===== src/shared/hbad_cfg.svh =====
`ifndef HBAD_CFG_SVH
`define HBAD_CFG_SVH

// ==========================================================
// Configuration register offsets and layout
// ==========================================================
`define HBAD_ATTR_FIRST_OFS  8'h60
`define HBAD_ATTR_LAST_OFS   8'h6C
`define HBAD_SMM_CTL_OFS     8'h72
`define HBAD_STATUS_OFS      8'h7F
`define HBAD_SMM_CTL_RESET   8'h05
`define HBAD_SMM_EN_BIT      3
`define HBAD_ATTR_RD_BIT     0
`define HBAD_ATTR_WR_BIT     1

// ==========================================================
// Memory map boundaries (36-bit host address)
// ==========================================================
`define HBAD_DOS_TOP         36'h0_0008_0000
`define HBAD_VGA_BASE        36'h0_000A_0000
`define HBAD_SHADOW_BASE     36'h0_000C_0000
`define HBAD_SHADOW_TOP      36'h0_0010_0000
`define HBAD_MAIN_TOP        36'h0_4000_0000
`define HBAD_TERM_BASE       36'h1_0000_0000
`define HBAD_BIOS_BASE       36'h0_FFE0_0000
`define HBAD_RESET_VECTOR    32'hFFFF_FFF0
`define HBAD_IOAPIC_DELTA    32'h013F_FFF0
`define HBAD_BLK_E_SEG       4'hE
`define HBAD_BLK_F_SEG       4'hF
`define HBAD_BLK_F_IDX       4'hC

// ==========================================================
// Legacy I/O ports
// ==========================================================
`define HBAD_RTC_IDX_PORT    16'h0070
`define HBAD_RTC_ALIAS_MASK  16'hFFF9
`define HBAD_SYS_CTRL_PORT   16'h0092
`define HBAD_NMI_MASK_BIT    7

`endif


===== src/shared/hbad_pkg.sv =====
package hbad_pkg;

   // =======================================================
   // Decode targets
   // =======================================================
   typedef enum logic [2:0]
   {
      HBAD_TGT_NONE,
      HBAD_TGT_MAIN,
      HBAD_TGT_PCI,
      HBAD_TGT_BIOS,
      HBAD_TGT_IOAPIC,
      HBAD_TGT_TERM,
      HBAD_TGT_SMM_RAM,
      HBAD_TGT_SYSCTL
   } hbad_target_t;

   typedef logic [1:0] hbad_attr_t;

endpackage : hbad_pkg


===== src/hbad_decoder.sv =====
// Behaviour
// - Claim 4GB to 64GB accesses, drop writes, return zeros.
// - Reserve 64KB at 0FEC00000h for interrupt-routing units.
// - Unit x decoded at FEC0x000h, sixteen units.
// - Unit space base is reset vector minus 013FFFF0h.
// - Top 2MB below 4GB decodes to firmware.
// - While shadowing, reads go to ROM, writes to RAM.
// - After shadowing, processor reads go to RAM.
// - PCI/ISA accesses to shadowed blocks never reach processor bus.
// - SYSTEM_MGMT_MODE RAM location comes from programmable control register.
// - Enable clear: strobed Smm_window_range accesses ignored.
// - Enable set: strobed Smm_window_range accesses claimed.
// - Strobe off: Smm_window_range decoded by the normal map, not as SMM RAM.
// - RTC index byte: bit 7 NMI mask, bits 6-0 index.
// - Port 0092h decodes uniquely, not a page alias.
// - 1GB to 4GB memory goes to PCI, except the top 2MB firmware and the 64KB unit space.
// - 0A0000h-0BFFFFh goes to PCI; default SYSTEM_MGMT_MODE window.
// - 0 to 07FFFFh main memory unless inside a strobed Smm_window_range.
`timescale 1ns/1ps
`include "hbad_cfg.svh"

module hbad_decoder
(
   input  wire logic                  mclk_in,
   input  wire logic                  rst_n_in,
   input  wire logic                  req_valid_in,
   input  wire logic [35:0]           req_addr_in,
   input  wire logic                  req_write_in,
   input  wire logic                  req_io_in,
   input  wire logic                  req_from_pci_in,
   input  wire logic [7:0]            req_wdata_in,
   input  wire logic                  smm_access_strobe_n_in,
   input  wire logic                  cfg_wr_in,
   input  wire logic                  cfg_rd_in,
   input  wire logic [7:0]            cfg_addr_in,
   input  wire logic [7:0]            cfg_wdata_in,
   output logic [7:0]                 cfg_rdata_out,
   output logic                       dec_valid_out,
   output hbad_pkg::hbad_target_t     dec_target_out,
   output logic                       claim_out,
   output logic                       rd_zero_out,
   output logic                       host_fwd_out,
   output logic [3:0]                 ioapic_unit_out,
   output logic                       sys_ctrl_sel_out,
   output logic                       nmi_mask_out,
   output logic [6:0]                 rtc_index_out
);
   import hbad_pkg::*;

   localparam logic [31:0] IOAPIC_BASE =
      `HBAD_RESET_VECTOR - `HBAD_IOAPIC_DELTA;

   // =======================================================
   // Address classification helpers
   // =======================================================
   function automatic logic [3:0] blk_index(input logic [35:0] a);
      if (a[19:16] == `HBAD_BLK_F_SEG)
         return `HBAD_BLK_F_IDX;
      else if (a[19:16] == `HBAD_BLK_E_SEG)
         return {2'b10, a[15:14]};
      else
         return {1'b0, a[16:14]};
   endfunction : blk_index

   function automatic logic in_shadow(input logic [35:0] a);
      return (a >= `HBAD_SHADOW_BASE) && (a < `HBAD_SHADOW_TOP);
   endfunction : in_shadow

   function automatic logic in_smm(input logic [35:0] a,
                                   input logic [7:0]  ctl);
      // 128KB window selected by the low three control bits
      return a[35:17] == {16'h0000, ctl[2:0]};
   endfunction : in_smm

   // =======================================================
   // Request stage and attribute lookup
   // =======================================================
   logic        s1_valid;
   logic [35:0] s1_addr;
   logic        s1_write;
   logic        s1_io;
   logic        s1_pci;
   logic        s1_smm;
   logic [7:0]  s1_wdata;
   logic        next_s1_valid;
   logic [35:0] next_s1_addr;
   logic        next_s1_write;
   logic        next_s1_io;
   logic        next_s1_pci;
   logic        next_s1_smm;
   logic [7:0]  next_s1_wdata;
   hbad_attr_t  attr_rd;
   logic        attr_wr_en;

   // Attribute writes land before the next lookup edge
   assign attr_wr_en = cfg_wr_in && (cfg_addr_in >= `HBAD_ATTR_FIRST_OFS)
                       && (cfg_addr_in <= `HBAD_ATTR_LAST_OFS);

   hbad_attr_mem u_attr_mem
   (
      .mclk_in     (mclk_in),
      .rst_n_in    (rst_n_in),
      .wr_en_in    (attr_wr_en),
      .wr_addr_in  (4'(cfg_addr_in - `HBAD_ATTR_FIRST_OFS)),
      .wr_data_in  (cfg_wdata_in[1:0]),
      .rd_addr_in  (blk_index(req_addr_in)),
      .rd_data_out (attr_rd)
   );

   always_comb
   begin
      next_s1_valid = req_valid_in;
      next_s1_addr  = s1_addr;
      next_s1_write = s1_write;
      next_s1_io    = s1_io;
      next_s1_pci   = s1_pci;
      next_s1_smm   = s1_smm;
      next_s1_wdata = s1_wdata;
      if (req_valid_in)
      begin
         next_s1_addr  = req_addr_in;
         next_s1_write = req_write_in;
         next_s1_io    = req_io_in;
         next_s1_pci   = req_from_pci_in;
         // Strobe is sampled with the request phase only
         next_s1_smm   = !smm_access_strobe_n_in && !req_from_pci_in;
         next_s1_wdata = req_wdata_in;
      end
   end

   always_ff @(posedge mclk_in or negedge rst_n_in)
   begin
      if (!rst_n_in)
      begin
         s1_valid <= 1'b0;
         s1_addr  <= 36'h0_0000_0000;
         s1_write <= 1'b0;
         s1_io    <= 1'b0;
         s1_pci   <= 1'b0;
         s1_smm   <= 1'b0;
         s1_wdata <= 8'h00;
      end
      else
      begin
         s1_valid <= next_s1_valid;
         s1_addr  <= next_s1_addr;
         s1_write <= next_s1_write;
         s1_io    <= next_s1_io;
         s1_pci   <= next_s1_pci;
         s1_smm   <= next_s1_smm;
         s1_wdata <= next_s1_wdata;
      end
   end

   // =======================================================
   // Decode, configuration and legacy port state
   // =======================================================
   logic [7:0]   smm_ctl;
   logic [7:0]   next_smm_ctl;
   logic [7:0]   next_cfg_rdata;
   hbad_target_t tgt;
   hbad_target_t next_target;
   logic         next_dec_valid;
   logic         next_rd_zero;
   logic         next_host_fwd;
   logic [3:0]   next_ioapic_unit;
   logic         next_sys_ctrl_sel;
   logic         next_nmi_mask;
   logic [6:0]   next_rtc_index;
   logic         smm_en;

   assign smm_en = smm_ctl[`HBAD_SMM_EN_BIT];

   always_comb
   begin
      tgt = HBAD_TGT_NONE;
      if (s1_io)
      begin
         if (s1_addr[15:0] == `HBAD_SYS_CTRL_PORT)
            tgt = HBAD_TGT_SYSCTL;
         else
            tgt = HBAD_TGT_PCI;
      end
      else if (s1_addr >= `HBAD_TERM_BASE)
         tgt = HBAD_TGT_TERM;
      else if (s1_smm && in_smm(s1_addr, smm_ctl))
         tgt = smm_en ? HBAD_TGT_SMM_RAM
                      : HBAD_TGT_NONE;
      else if (s1_addr < `HBAD_DOS_TOP)
         tgt = HBAD_TGT_MAIN;
      else if (s1_addr < `HBAD_VGA_BASE)
         tgt = HBAD_TGT_MAIN;
      else if (s1_addr < `HBAD_SHADOW_BASE)
         tgt = HBAD_TGT_PCI;
      else if (in_shadow(s1_addr))
      begin
         if (s1_pci)
            tgt = (attr_rd != 2'h0) ? HBAD_TGT_NONE
                                    : HBAD_TGT_PCI;
         else if (s1_write)
            tgt = attr_rd[`HBAD_ATTR_WR_BIT] ? HBAD_TGT_MAIN
                                             : HBAD_TGT_PCI;
         else
            tgt = attr_rd[`HBAD_ATTR_RD_BIT] ? HBAD_TGT_MAIN
                                             : HBAD_TGT_PCI;
      end
      else if (s1_addr < `HBAD_MAIN_TOP)
         tgt = HBAD_TGT_MAIN;
      else if (s1_addr >= `HBAD_BIOS_BASE)
         tgt = HBAD_TGT_BIOS;
      else if (s1_addr[35:16] == {4'h0, IOAPIC_BASE[31:16]})
         tgt = HBAD_TGT_IOAPIC;
      else
         tgt = HBAD_TGT_PCI;
   end

   always_comb
   begin
      next_smm_ctl      = smm_ctl;
      next_cfg_rdata    = 8'h00;
      next_dec_valid    = s1_valid;
      next_target       = dec_target_out;
      next_rd_zero      = 1'b0;
      next_host_fwd     = 1'b0;
      next_ioapic_unit  = ioapic_unit_out;
      next_sys_ctrl_sel = 1'b0;
      next_nmi_mask     = nmi_mask_out;
      next_rtc_index    = rtc_index_out;
      if (cfg_wr_in && cfg_addr_in == `HBAD_SMM_CTL_OFS)
         next_smm_ctl = cfg_wdata_in;
      if (cfg_rd_in)
      begin
         if (cfg_addr_in == `HBAD_SMM_CTL_OFS)
            next_cfg_rdata = smm_ctl;
         else if (cfg_addr_in == `HBAD_STATUS_OFS)
            next_cfg_rdata = {4'h0, claim_out, dec_target_out};
      end
      if (s1_valid)
      begin
         next_target      = tgt;
         next_rd_zero     = (tgt == HBAD_TGT_TERM) && !s1_write;
         next_host_fwd    = s1_pci && (tgt == HBAD_TGT_MAIN);
         next_ioapic_unit = s1_addr[15:12];
         next_sys_ctrl_sel = (tgt == HBAD_TGT_SYSCTL);
         if (s1_io && s1_write && ((s1_addr[15:0] & `HBAD_RTC_ALIAS_MASK)
             == `HBAD_RTC_IDX_PORT))
         begin
            next_nmi_mask  = s1_wdata[`HBAD_NMI_MASK_BIT];
            next_rtc_index = s1_wdata[6:0];
         end
      end
   end

   always_ff @(posedge mclk_in or negedge rst_n_in)
   begin
      if (!rst_n_in)
      begin
         smm_ctl          <= `HBAD_SMM_CTL_RESET;
         cfg_rdata_out    <= 8'h00;
         dec_valid_out    <= 1'b0;
         dec_target_out   <= HBAD_TGT_NONE;
         rd_zero_out      <= 1'b0;
         host_fwd_out     <= 1'b0;
         ioapic_unit_out  <= 4'h0;
         sys_ctrl_sel_out <= 1'b0;
         nmi_mask_out     <= 1'b0;
         rtc_index_out    <= 7'h00;
      end
      else
      begin
         smm_ctl          <= next_smm_ctl;
         cfg_rdata_out    <= next_cfg_rdata;
         dec_valid_out    <= next_dec_valid;
         dec_target_out   <= next_target;
         rd_zero_out      <= next_rd_zero;
         host_fwd_out     <= next_host_fwd;
         ioapic_unit_out  <= next_ioapic_unit;
         sys_ctrl_sel_out <= next_sys_ctrl_sel;
         nmi_mask_out     <= next_nmi_mask;
         rtc_index_out    <= next_rtc_index;
      end
   end

   // Claim is a pure function of the registered valid and target
   assign claim_out = dec_valid_out && (dec_target_out != HBAD_TGT_NONE);
endmodule : hbad_decoder


===== src/hbad_attr_mem.sv =====
`timescale 1ns/1ps

// ==========================================================
// Per-block shadow attribute store, registered read
// ==========================================================
module hbad_attr_mem
(
   input  wire logic              mclk_in,
   input  wire logic              rst_n_in,
   input  wire logic              wr_en_in,
   input  wire logic [3:0]        wr_addr_in,
   input  wire hbad_pkg::hbad_attr_t wr_data_in,
   input  wire logic [3:0]        rd_addr_in,
   output hbad_pkg::hbad_attr_t   rd_data_out
);
   import hbad_pkg::*;

   hbad_attr_t mem [16];
   hbad_attr_t next_mem [16];
   hbad_attr_t next_rd_data;

   always_comb
   begin
      next_mem = mem;
      if (wr_en_in)
      begin
         next_mem[wr_addr_in] = wr_data_in;
      end
      next_rd_data = mem[rd_addr_in];
   end

   always_ff @(posedge mclk_in or negedge rst_n_in)
   begin
      if (!rst_n_in)
      begin
         for (int i = 0; i < 16; i++)
         begin
            mem[i] <= 2'h0;
         end
         rd_data_out <= 2'h0;
      end
      else
      begin
         mem         <= next_mem;
         rd_data_out <= next_rd_data;
      end
   end

endmodule : hbad_attr_mem


===== config.mk =====
export PLATFORM = sky130hd
export DESIGN_NAME = hbad_decoder
export DESIGN_NICKNAME = d
export VERILOG_FILES = /design/src/shared/hbad_pkg.sv /design/src/hbad_decoder.sv /design/src/hbad_attr_mem.sv
export VERILOG_INCLUDE_DIRS = /design/src /design/src/shared
export SDC_FILE = /design/constraint.sdc
export NUM_CORES = 1
export LEC_CHECK = 0
export ABC_CLOCK_PERIOD_IN_PS = 3800
export BUFFER_PORTS_ARGS = -buffer_cell sky130_fd_sc_hd__buf_2
export CORE_MARGIN = 2
export CORE_UTILIZATION = 58
export DETAILED_ROUTE_END_ITERATION = 7
export HOLD_SLACK_MARGIN = 0.1
export PLACE_DENSITY_LB_ADDON = 0.25
export SYNTH_ARGS = -nofsm -noshare
export SYNTH_HDL_FRONTEND = slang
export SYNTH_SLANG_ARGS = --single-unit

===== constraint.sdc =====
create_clock -name mclk_in -period 3.8 [get_ports mclk_in]
set_input_delay 1.14 -clock mclk_in [delete_from_list [all_inputs] [get_ports mclk_in]]
set_output_delay 1.14 -clock mclk_in [all_outputs]
set_load 0.02 [all_outputs]

# [After elaboration in Yosys (flattened, before gate mapping)]
# Index checks and enable logic that the tools add are counted.
[word_totals] mem_bits_rw=0 reg_bits=118 n_memories=0 romBits=0 output_inout_bits=28 in_bits=69 latch_bits=0
[op_classes] muxes=31 multipliers=0 add_sub_neg=1 bitwise=2 n_lt_le_gt_ge=13 n_eq_ne=11 div=0 n_reduce_logical=18 shifts=0
[ops] cell="36-bit by 20-bit < comparator with 1-bit output (second input constant)" n=3
[ops] cell="36-bit by 20-bit greater-or-equal comparator with 1-bit output (second input constant)" n=1
[ops] cell="36-bit by 32-bit greater-or-equal comparator with 1-bit output (second input constant)" n=1
[ops] cell="36-bit by 33-bit greater-or-equal comparator with 1-bit output (second input constant)" n=1
[ops] cell="36-bit by 21-bit < comparator with 1-bit output (second input constant)" n=1
[ops] cell="36-bit by 31-bit < comparator with 1-bit output (second input constant)" n=1
[ops] cell="3-bit two-way mux" n=12
[ops] cell="32-bit bitwise mux" n=1
[ops] cell="20-bit by 16-bit equality test with 1-bit output (second input constant)" n=1
[ops] cell="19-bit by 3-bit equality test with 1-bit output" n=1
[ops] cell="16-bit by 8-bit equality test with 1-bit output (second input constant)" n=1
[ops] cell="8-bit by 7-bit equality test with 1-bit output (second input constant)" n=2
[ops] cell="2-bit two-way mux" n=8
[ops] cell="8-bit two-way mux" n=2
[ops] cell="14-bit by 5-bit equality test with 1-bit output (second input constant)" n=1
[ops] cell="1-bit logical AND" n=12
[ops] cell="4-bit two-way mux" n=3
[ops] cell="5-bit greater-or-equal comparator (second input constant)" n=2
[ops] cell="4-bit NOT with 5-bit output" n=2
[ops] cell="2-bit binary-select mux with 4-bit select" n=1
[ops] cell="2-bit demux with 4-bit select" n=1
[ops] cell="4-bit equality test (second input constant)" n=2
[ops] cell="8-bit by 7-bit greater-or-equal comparator with 1-bit output (second input constant)" n=1
[ops] cell="8-bit by 7-bit <= comparator with 1-bit output (second input constant)" n=1
[ops] cell="9 further kinds" n=14

# [Depth between registers and ports, before layout]
# Gate-level depths: netlist of run 1.
[depth] word_depth=14 depth_mapped=6 ltp_nobuf=6

# [By module]
# From an unflattened synthesis of run 1, not the netlist that was laid out.
[hier_totals] hier_cells=361 hier_area_um2=5084.9
[by_module_without_submodules] mod="hbad_decoder" seq_area_each_um2=2104.5 area_each_um2=3465.8 cells_each=248 instances=1
[by_module_without_submodules] mod="hbad_attr_mem" seq_area_each_um2=850.8 area_each_um2=1619.1 cells_each=113 instances=1

# [Least setup slack after synthesis of run 1]
# Ideal clock, no wire load.
[synth_path] kind="input-to-reg" start="input cfg_addr_in[1]" end="register u_attr_mem.mem[8] in the netlist's numbering" arrival_ns=2.408 setup_ns=0.125 path_slack_ns=1.267 cell_stages=5 path_cell_list="nor2_1 -> o2111ai_1 -> nor3b_1 -> nor2b_1 -> mux2_2"
[synth_via] elab_chain_len=7
[synth_lines] item="from (decl)" line_no="hbad_decoder.sv:35" text="input wire logic [7:0] cfg_addr_in,"
[synth_lines] item="4-bit by 1-bit subtractor with 4-bit output (no line)"
[synth_lines] item="4-bit NOT with 5-bit output (implied by the code)" line_no="hbad_attr_mem.sv:27" text="next_mem[wr_addr_in] = wr_data_in;"
[synth_lines] item="5-bit greater-or-equal comparator (implied by the code) / 5-bit by 1-bit < comparator with 1-bit output (equally long branches)" line_no="hbad_attr_mem.sv:27"
[synth_lines] item="1-bit logical AND (implied by the code)" line_no="hbad_attr_mem.sv:27"
[synth_lines] item="2-bit two-way mux (implied by the code)" line_no="hbad_attr_mem.sv:27"
[synth_lines] item="2-bit demux with 4-bit select" line_no="hbad_attr_mem.sv:27"
[synth_lines] item="32-bit bitwise mux" line_no="hbad_attr_mem.sv:27"
[synth_lines] item="to (signal assigned)" line_no="hbad_attr_mem.sv:44" text="mem <= next_mem;"
[synth_lines] item="to (decl)" line_no="hbad_attr_mem.sv:18" text="hbad_attr_t mem [16];"
# Parallel ways exist; a longest one is shown, timed or not.
# A chain may end at the register's enable or synchronous reset.

# [Worst setup path in the final report of run 1]
[layout_path] start="input cfg_addr_in[1]" end="register u_attr_mem.mem[16] in the netlist's numbering"
# Same word-level chain as after synthesis.

==> reports/metrics.cfg, run 1 <==
[detailed_routing]
wire_per_inst_um=16.11
vias_per_cell=5.575
ant_nets=0
dr_total_vias=3072
routed_wl_um=8879
first_pass_iters=4
drcViolationCount=0
first_iter_violations=94

[hold_path]
hold_path_class=flop to flop

[clock_network]
h-tree-depth=3
clock_sinks=112
clk_pin_slew_ns=0.10
cts_made_buffers=9
root_buffer=clkbuf_8
clk_path_buf_depth=2
postCtsSetupBuffers=0
cts_resized=0
clk_latency_ns=0.37
hold_buffers=0
tritoncts=built

[grt]
grt_pass1_vias=3050
grt_usage=0.2131
grt_pass1_wl_um=14630
grt_remaining_overflow=0
grt_max_degree=76
antenna_found_initial=0

[placed_design]
gp_congestion=0.8105
dp_hpwl_um=6559
portBuffers=96

[status]
status=finished, final reports clean

[setup_path]
cp-endpoint=u_attr_mem.mem[16]$_DFFE_PN0P_
path_max_fanout=5
worst-r2r-setup-slack_ns=1.65
critPathLaunch=cfg_addr_in[1]
cp.arrival_ns=2.77
start_kind=input pin
rr_worst_depth=6
worst_ep_required_time_ns=4.05
cp-end-kind=flop
regToRegEndpoint=rd_zero_out$_DFF_PN0_
path_class=input pin to flop
r2r_start=s1_addr[19]$_DFFE_PN0P_

[timing]
setup_viol_count_final=0
skew_ns=0.01139
setup_tns_ns=0
layout_min_cycle_time_ns=2.521
fin_crit_sh=0.6634
worst_pin_slew_ns=0.9152
hold_viol=0
slew_headroom=0.3898
slew_viol_final=0
rsz0062_at_grt=no
max_freq_mhz=396.7

[synthesis]
syn_area_mm2=0.004743
synth_top_area_share=0.5803
synth_nets=414
synth_top_area_cell=dfrtp_1
synth_cell_type_count=41
ys.flop_type=dfrtp_1
ys_seq_area_frac=0.5914
yosys_warnings=0
synth.area.top_cells=dfrtp_1, mux2_2, nand2_1, dfstp_2, mux2i_1
synthArstFlopShare=1.000
netlist_top_cells_count=dfrtp_1, mux2_2, nand2_1, nor3_1, clkbuf_1
synth_edf_count=0
yosys.cell_count.top_type=dfrtp_1
syn_area_per_cell_um2=13.75
syn_inst=345
ys_seq_elements=112

[die]
rows=32
coreArea_mm2=0.007807
fp.dieW_um=94.43
start_util=0.6075
io_pins=97
die_height_um=94.43
die_area_mm2=0.008917

[pwr]
cellPowerDensity_mw_per_mm2=412.0
p_leak_nw=2.633
power.total_mw=2.279
p_sw_uw=585.8
combPwrFrac=0.111
p_int_mw=1.693
ir_drop_v=0.0002849
clockPowerShare=0.302
p_seq_frac=0.587
swShare=0.2571

[finish]
num-nets-final=513
area_growth_pct=16.62
layout-drive-gt1-share=0.4944
num_antenna_cells=0
fill_cells=561

[flow_run]
max_cap_viol_count=0

registers in the layout (all words and copies together) (netlist names):
signal	count
s1_addr	36
u_attr_mem.mem	26
cfg_rdata_out	8
s1_wdata	8
smm_ctl	8
rtc_index_out	7
ioapic_unit_out	4
dec_target_out	3
u_attr_mem.rd_data_out	2
dec_valid_out	1
host_fwd_out	1
next_dec_valid	1
nmi_mask_out	1
rd_zero_out	1
s1_io	1
s1_pci	1
s1_smm	1
s1_write	1
sys_ctrl_sel_out	1
power groups by stage:
stage	Clock (mW)	Sequential, mW	Combinational (mW)
final	0.687	1.34	0.253
after global routing	0.748	1.35	0.281
after CTS	0.708	1.34	0.258
after detailed placement	0	1.36	0.257
after global placement	0	1.36	0.248
after floorplan	0	1.36	0.141
kinds of logic after synthesis:
logic type             Yosys count  synth area share
AO/OA/AOI/OAI                   30           0.04458
multiplexers                   106            0.2551
buffers and inverters           14           0.01108
AND/OR/NAND/NOR                 80           0.09233
XOR/XNOR                         3          0.005540
flip-flops                     112            0.5914
per-layer routing:
metal / vias to the layer above / part of all wire / global-route usage / wire [µm]
met1: 1535 / 0.44 / 0.2799 / 3918
li1: 1453 / - / - / -
met2: 73 / 0.49 / 0.3500 / 4375
met4: 0 / 0.011 / 0.06039 / 101
met3: 11 / 0.054 / 0.06065 / 483
met5: - / 0 / 0 / 0
cell usage in the layout, fill, tap and decap left out, types with 4 or more instances in the layout:
master    count
a21oi_1       8
a22o_1        4
and2_1        4
buf_2        95
buf_4         4
clkbuf_8     11
dfrtp_1     110
mux2_2       98
mux2i_1       5
nand2_1      23
nand3_1       7
nand4_1       4
nor2_1        8
nor2b_1       5
nor3_1       10
nor4_1        6
o21ai_0       7
metrics by stage:
| stage | area [µm²] | utilization | setup slack, ns | instances | hold slack [ns] |
|---|---|---|---|---|---|
| 6_report | 5532 | 0.7085 | 1.279 | 551 | 0.4930 |
| 5_1_grt | 5532 | 0.7085 | 1.177 | 551 | 0.5063 |
| 4_1_cts | 5532 | 0.7085 | 1.328 | 551 | 0.4898 |
| 3_5_place_dp | 5335 | 0.6833 | 0.9345 | 535 | 0.4749 |
| 3_3_place_gp | 5335 | 0.6833 | 1.026 | 535 | 0.4541 |
| 2_1_floorplan | 4743 | - | 1.267 | 345 | 0.3519 |
cell type report:
class,instances,area (µm²),share of cell area
inverters,3,11.26,0.002036
repair buffers,99,505.5,0.09138
multi-input cells,219,1886,0.3409
flip-flops and latches,112,2805,0.5071
well taps,102,127.6,0.02307
clock buffers,11,151.4,0.02737
clock inverters,5,45.04,0.008143
worst min path at each step:
stage / slack, ns / from / cells past startpoint / to
after detailed placement: 0.47 / smm_ctl[5]$_DFFE_PN0P_ / 1 / cfg_rdata_out[5]$_DFF_PN0_
after floorplan: 0.35 / next_dec_valid$_DFF_PN0_ / 0 / dec_valid_out$_DFF_PN0_
final: 0.49 / smm_ctl[5]$_DFFE_PN0P_ / 1 / cfg_rdata_out[5]$_DFF_PN0_
after global routing: 0.51 / smm_ctl[5]$_DFFE_PN0P_ / 1 / cfg_rdata_out[5]$_DFF_PN0_
after CTS: 0.49 / smm_ctl[6]$_DFFE_PN0P_ / 1 / cfg_rdata_out[6]$_DFF_PN0_
after global placement: 0.45 / smm_ctl[6]$_DFFE_PN0P_ / 1 / cfg_rdata_out[6]$_DFF_PN0_
worst max-delay path, stage by stage:
cell and delay [ns]:
buf_2 0.12, nor2_1 0.25, o2111ai_1 0.21, nor3b_1 0.42
nor2b_1 0.27, mux2_2 0.36
Power figures use the tool's default switching activity.
==> run 2, diff against run 1 <==
Settings changed: ABC_CLOCK_PERIOD_IN_PS 3800 to 2140, CORE_UTILIZATION 58 to 49.
Clock period 3.8 ns to 2.14 ns, I/O delays scaled along.
==> run 2 against run 1 <==
Net effect:
- hold slack lost 0.010 ns
- die area grew 18%
- cell count grew 7.6%
- first-iteration DRC count grew 24%
- count of clock-buffer cells in the layout is the same
- critical path depth shrank 1
- critical endpoint is now host_fwd_out$_DFF_PN0_
- worst setup slack lost 1.1 ns
- sequential share of layout area shrank 1.7 points
- largest cell class unchanged
- routed wire length grew 3.6%
==> reports/metrics.cfg, run 2 (synthesized netlist as in run 1, its figures left out) <==
[status]
status=finished, final reports clean

[die]
fp.dieW_um=102.4  ; +8.4%
die_area_mm2=0.01048  ; +18%
start_util=0.5085  ; -0.09901
io_pins=97  ; unchanged
die_height_um=102.4  ; +8.4%
rows=35  ; +9.4%
coreArea_mm2=0.009328  ; +19%

[setup_path]
cp.arrival_ns=2.25  ; -0.52 ns
path_max_fanout=6  ; +1
worst_ep_required_time_ns=2.40  ; -1.65 ns
path_buf_inv=0  ; -1
path_cells=nor4_1, nand3_2, o32a_1, o311a_1, and4b_1
slowest_delay_ns=0.41  ; about the same
cp_slowest_cell=dfrtp_1
start_kind=flop
cp_top_family=simple AND/OR/NAND/NOR gates
path_class=flop to flop
cp-end-kind=flop

[finish]
largest_reg_flops=36  ; unchanged
layout-drive-gt1-share=0.5172  ; +0.02281
top_register=s1_addr
instances_no_fill=593  ; +7.6%
largestRegisters=s1_addr (36), u_attr_mem.mem (26)
num-nets-final=528  ; +2.9%
area_growth_pct=20.65
most-common-layout-cells=dfrtp_1, mux2_2, buf_2
stdcell_area_mm2=0.005723  ; +3.5%
mostFrequentLayoutCell=dfrtp_1
num_antenna_cells=0  ; unchanged
final_core_util=0.6135  ; -0.09495

[timing]
skew_ns=0.008391  ; -0.003004 ns
fin_crit_sh=0.9324
max_freq_mhz=501.2
hold_viol=0  ; unchanged
slew_viol_final=0  ; unchanged
setup_viol_count_final=0  ; unchanged
worst_pin_slew_ns=0.3993  ; -0.5159 ns
layout_min_cycle_time_ns=1.995
slew_headroom=0.7310  ; +0.3411

[clock_network]
clk_pin_slew_ns=0.10  ; about the same
postCtsSetupBuffers=0  ; unchanged
clock_sinks=112  ; unchanged
tritoncts=built
clk_path_buf_depth=2  ; unchanged
root_buffer=clkbuf_8
clk_latency_ns=0.36  ; about the same
cts_made_buffers=9  ; unchanged
h-tree-depth=3  ; unchanged

[grt]
grt_usage=0.1888  ; -0.02433
grt_max_degree=50  ; -34%
grt_pass1_vias=3229  ; +5.9%
antenna_found_initial=0  ; unchanged
grt_pass1_wl_um=15100  ; +3.2%
grt_remaining_overflow=0  ; unchanged

[placed_design]
place_inst=576  ; +7.7%
gp_congestion=0.8789  ; +8.4%
placed_area_mm2=0.005499  ; +3.1%
portBuffers=96  ; unchanged
dp_hpwl_um=6859  ; +4.6%

[detailed_routing]
first_pass_iters=4  ; unchanged
drcViolationCount=0  ; unchanged
dr_total_vias=3127  ; +1.8%
vias_per_cell=5.273  ; -5.4%
first_iter_violations=117  ; +24%
wire_per_inst_um=15.52  ; -3.7%
ant_nets=0  ; unchanged
routed_wl_um=9203  ; +3.6%

[pwr]
p_leak_nw=2.708  ; +2.8%
cellPowerDensity_mw_per_mm2=705.1  ; +71%
ir_drop_v=0.0004528  ; +59%

[flow_run]
max_cap_viol_count=0  ; unchanged

[hold_path]
hold_path_class=flop to flop

-- run 2: cell types whose count changed in the layout (fill, tap and decap cells not counted), moves of 2 or more --
cell        previous run  this run
buf_4                  4        16
inv_6                  2         0
buf_12                 0         2
clkinvlp_4             0         2
nor4_2                 0         2
nor4_1                 6         4
-- run 2: worst reg2reg max path, cell delays in order, from the launching register on --
cell and delay, ns:
dfrtp_1 0.41, nor4_1 0.36, nand3_2 0.22, o32a_1 0.37, o311a_1 0.36, and4b_1 0.18
-- run 2: metrics by stage --
step	worst slack (ns)	setup TNS (ns)	power [mW]	hold slack, ns
6_report	0.1447	0	4.035	0.4829
5_1_grt	-0.01147	-0.02214	4.249	0.4738
4_1_cts	0.07790	0	4.086	0.4866
3_5_place_dp	-0.04582	-0.09932	2.895	0.4609
3_3_place_gp	-0.03071	-0.06142	2.874	0.4573
2_1_floorplan	0.1055	0	2.662	0.3464
-- run 2: what timing repair did --
| action | in CTS | in global routing |
|---|---|---|
| hold buffers | 1 | 0 |
| gates resized for setup | 0 | 4 |
| hold endpoints to repair | 4 | 0 |
| setup endpoints to repair | 0 | 4 |
-- run 2: metal layers --
layer / track usage / up-vias / share of wire
li1: - / 1492 / -
met1: 0.2418 / 1540 / 0.44
met2: 0.3163 / 78 / 0.50
met3: 0.03694 / 17 / 0.037
met4: 0.07897 / 0 / 0.022
met5: 0 / - / 0
-- run 2: worst paths after layout --
kind                                              start                    endpoint  slack, ns  depth (start not counted)
worst min-delay path             smm_ctl[5]$_DFFE_PN0P_  cfg_rdata_out[5]$_DFF_PN0_       0.48                          1
max in group asynchronous                      rst_n_in      smm_ctl[0]$_DFFE_PN1P_       0.89                          3
min in group asynchronous                      rst_n_in  cfg_rdata_out[6]$_DFF_PN0_       0.62                          2
worst max-delay path            s1_addr[28]$_DFFE_PN0P_      host_fwd_out$_DFF_PN0_       0.14                          5
worst min register to register   smm_ctl[5]$_DFFE_PN0P_  cfg_rdata_out[5]$_DFF_PN0_       0.48                          1
worst max register to register  s1_addr[28]$_DFFE_PN0P_      host_fwd_out$_DFF_PN0_       0.14                          5
-- run 2: area by class of cell --
class,instances,area [µm²]
multi-input combinational,219,1908
clock buffer,11,151.4
tap,129,161.4
timing repair buffer,114,645.6
fill,735,3605
sequential,112,2805
inverter,3,11.26
clock inverter,5,40.04
-- run 2: power by group --
| part | switching [mW] | internal (mW) | leakage [nW] | total, mW |
|---|---|---|---|---|
| Combinational | 0.234 | 0.251 | 1.19 | 0.485 |
| Sequential | 0.101 | 2.26 | 1.42 | 2.36 |
| Clock | 0.690 | 0.496 | 0.0935 | 1.19 |
| Total | 1.02 | 3.01 | 2.71 | 4.04 |
==> run 3, diff against run 2 <==
Settings changed: ABC_CLOCK_PERIOD_IN_PS 2140 to 2150, CORE_UTILIZATION 49 to 54, PLACE_DENSITY set to 0.78, PLACE_DENSITY_LB_ADDON 0.25 to not set.
Clock period 2.14 ns to 2.15 ns, I/O delays scaled along.
==> run 3 against run 2 <==
Net effect:
- critical path depth grew 1
- sequential share of layout area grew 0.62 points
- total power shrank 1.4%
- sequential power is essentially flat
- largest power group unchanged
- non-clock buffer count shrank 2
- die area shrank 8.9%
==> reports/metrics.cfg, run 3 (synthesized netlist as in run 1, its figures left out) <==
[placed_design]
portBuffers=96  ; unchanged
dp_hpwl_um=6696  ; -2.4%
place_inst=554  ; -3.8%
pre_cts_ws_ns=-0.01723  ; +0.02859 ns
placed_area_mm2=0.005465  ; -0.61%
gp_congestion=0.8708  ; -0.92%

[clock_network]
root_buffer=clkbuf_8
tritoncts=built
postCtsSetupBuffers=0  ; unchanged
clock_sinks=112  ; unchanged
clk_path_buf_depth=2  ; unchanged
clk_latency_ns=0.37  ; about the same
hold_buffers=0  ; -1
clk_pin_slew_ns=0.10  ; about the same
h-tree-depth=3  ; unchanged
cts_made_buffers=9  ; unchanged

[finish]
most-common-layout-cells=dfrtp_1, mux2_2, buf_2
seqCellArea_mm2=0.002805  ; unchanged
multi_input_area_mm2=0.001892  ; -0.85%
num_antenna_cells=0  ; unchanged
num-nets-final=526  ; -0.38%
stdcell_area_mm2=0.005652  ; -1.2%
layout-drive-gt1-share=0.5087  ; -0.008583
instances_no_fill=570  ; -3.9%
largest_reg_flops=36  ; unchanged
area_growth_pct=19.15
final_core_util=0.6544  ; +0.04090
top_register=s1_addr
fill_cells=677  ; -7.9%
largestRegisters=s1_addr (36), u_attr_mem.mem (26)
mostFrequentLayoutCell=dfrtp_1

[timing]
worst_pin_slew_ns=0.4335  ; +0.03420 ns
fin_crit_sh=0.9384  ; +0.006032
rsz0062_at_grt=no
setup_ws_ns=0.1324  ; -0.01229 ns
setup_tns_ns=0  ; unchanged
hold_viol=0  ; unchanged
max_freq_mhz=495.6  ; -1.1%
skew_ns=0.01116  ; +0.002772 ns
slew_headroom=0.7083  ; -0.02265
fin_hold_ws_ns=0.1455  ; -0.3374 ns
setup_viol_count_final=0  ; unchanged
layout_min_cycle_time_ns=2.018  ; +0.02229 ns
slew_viol_final=0  ; unchanged

[pwr]
p_leak_nw=2.694  ; -0.51%
cellPowerDensity_mw_per_mm2=704.2  ; -0.13%
power.total_mw=3.980  ; -1.4%
ir_drop_v=0.0004444  ; -1.9%

[setup_path]
worst_ep_required_time_ns=2.45  ; +0.05 ns
start_kind=flop
cp_slowest_cell=nor4_1
path_cells=nor4_1, nand2_1, nor4_2, o32ai_1, a211oi_2, and4b_1
cp-end-kind=flop
path_class=flop to flop
worst-r2r-setup-slack_ns=0.13  ; about the same
cp.arrival_ns=2.32  ; +0.07 ns
path_max_fanout=4  ; -2
critPathLaunch=s1_addr[19]$_DFFE_PN0P_
r2r_start=s1_addr[19]$_DFFE_PN0P_
slowest_delay_ns=0.41  ; about the same
regToRegEndpoint=host_fwd_out$_DFF_PN0_
rr_worst_depth=6  ; +1

[grt]
grt_usage=0.2020  ; +0.01325
grt_pass1_vias=3233  ; +0.12%
antenna_found_initial=0  ; unchanged
grt_max_degree=77  ; +54%
grt_remaining_overflow=0  ; unchanged
grt_pass1_wl_um=15550  ; +2.9%

[detailed_routing]
vias_per_cell=5.482  ; +4.0%
wire_per_inst_um=15.95  ; +2.8%
first_iter_violations=98  ; -16%
routed_wl_um=9090  ; -1.2%
dr_total_vias=3125  ; -0.064%
ant_nets=0  ; unchanged
drcViolationCount=0  ; unchanged
first_pass_iters=4  ; unchanged

[die]
coreArea_mm2=0.008636  ; -7.4%
start_util=0.5493  ; +0.04074
io_pins=97  ; unchanged
die_height_um=97.72  ; -4.6%
fp.dieW_um=97.72  ; -4.6%
rows=34  ; -2.9%
die_area_mm2=0.009549  ; -8.9%

[status]
status=finished, final reports clean

[hold_path]
hold_path_class=input pin to asynchronous set/reset pin

[flow_run]
max_cap_viol_count=0  ; unchanged

## run 3: cell types whose count changed in the layout (fill, tap and decap cells not counted), sizes merged
cell	change
buf	-1
clkinvlp	-1
dlygate4sd3	-1
inv	+1
## run 3: layout make-up
cell class,count,share of cell area
Tap cell,108,0.02391
Clock inverter,5,0.006863
Clock buffer,11,0.02502
Sequential cell,112,0.4963
Timing Repair Buffer,112,0.1111
Multi-Input combinational cell,219,0.3347
Inverter,3,0.001992
## run 3: power breakdown
part           total, mW  internal, mW  switching (mW)
Combinational      0.479         0.248           0.231
Sequential          2.36          2.25           0.104
Clock               1.14         0.463           0.681
Total               3.98          2.96            1.02
## run 3: worst max path at each step
stage,end,slack [ns]
6_report,host_fwd_out$_DFF_PN0_,0.13
5_1_grt,dec_target_out[0]$_DFFE_PN0P_,0.008
4_1_cts,host_fwd_out$_DFF_PN0_,0.03
3_5_place_dp,u_attr_mem.mem[17]$_DFFE_PN0P_,-0.02
3_3_place_gp,u_attr_mem.mem[17]$_DFFE_PN0P_,0.04
2_1_floorplan,u_attr_mem.mem[8]$_DFFE_PN0P_,0.11
## run 3: what timing repair did
action | CTS | global route
resized for setup | 0 | 1
hold endpoints to repair | 0 | 0
endpoints found under the setup margin | 0 | 3
## run 3: per-layer routing
| layer | global-route usage | wire [µm] | vias up |
|---|---|---|---|
| met5 | 0 | 0 | - |
| met4 | 0.05342 | 97 | 0 |
| met3 | 0.04676 | 389 | 8 |
| met2 | 0.3374 | 4524 | 75 |
| met1 | 0.2702 | 4080 | 1560 |
| li1 | - | - | 1482 |
## run 3: worst max-delay path: cells and delay by family (launching register included)
| family | cells | cell delay [ns] |
|---|---|---|
| compound gates | 2 | 0.54 |
| flops | 1 | 0.40 |
| simple gates | 4 | 1.02 |
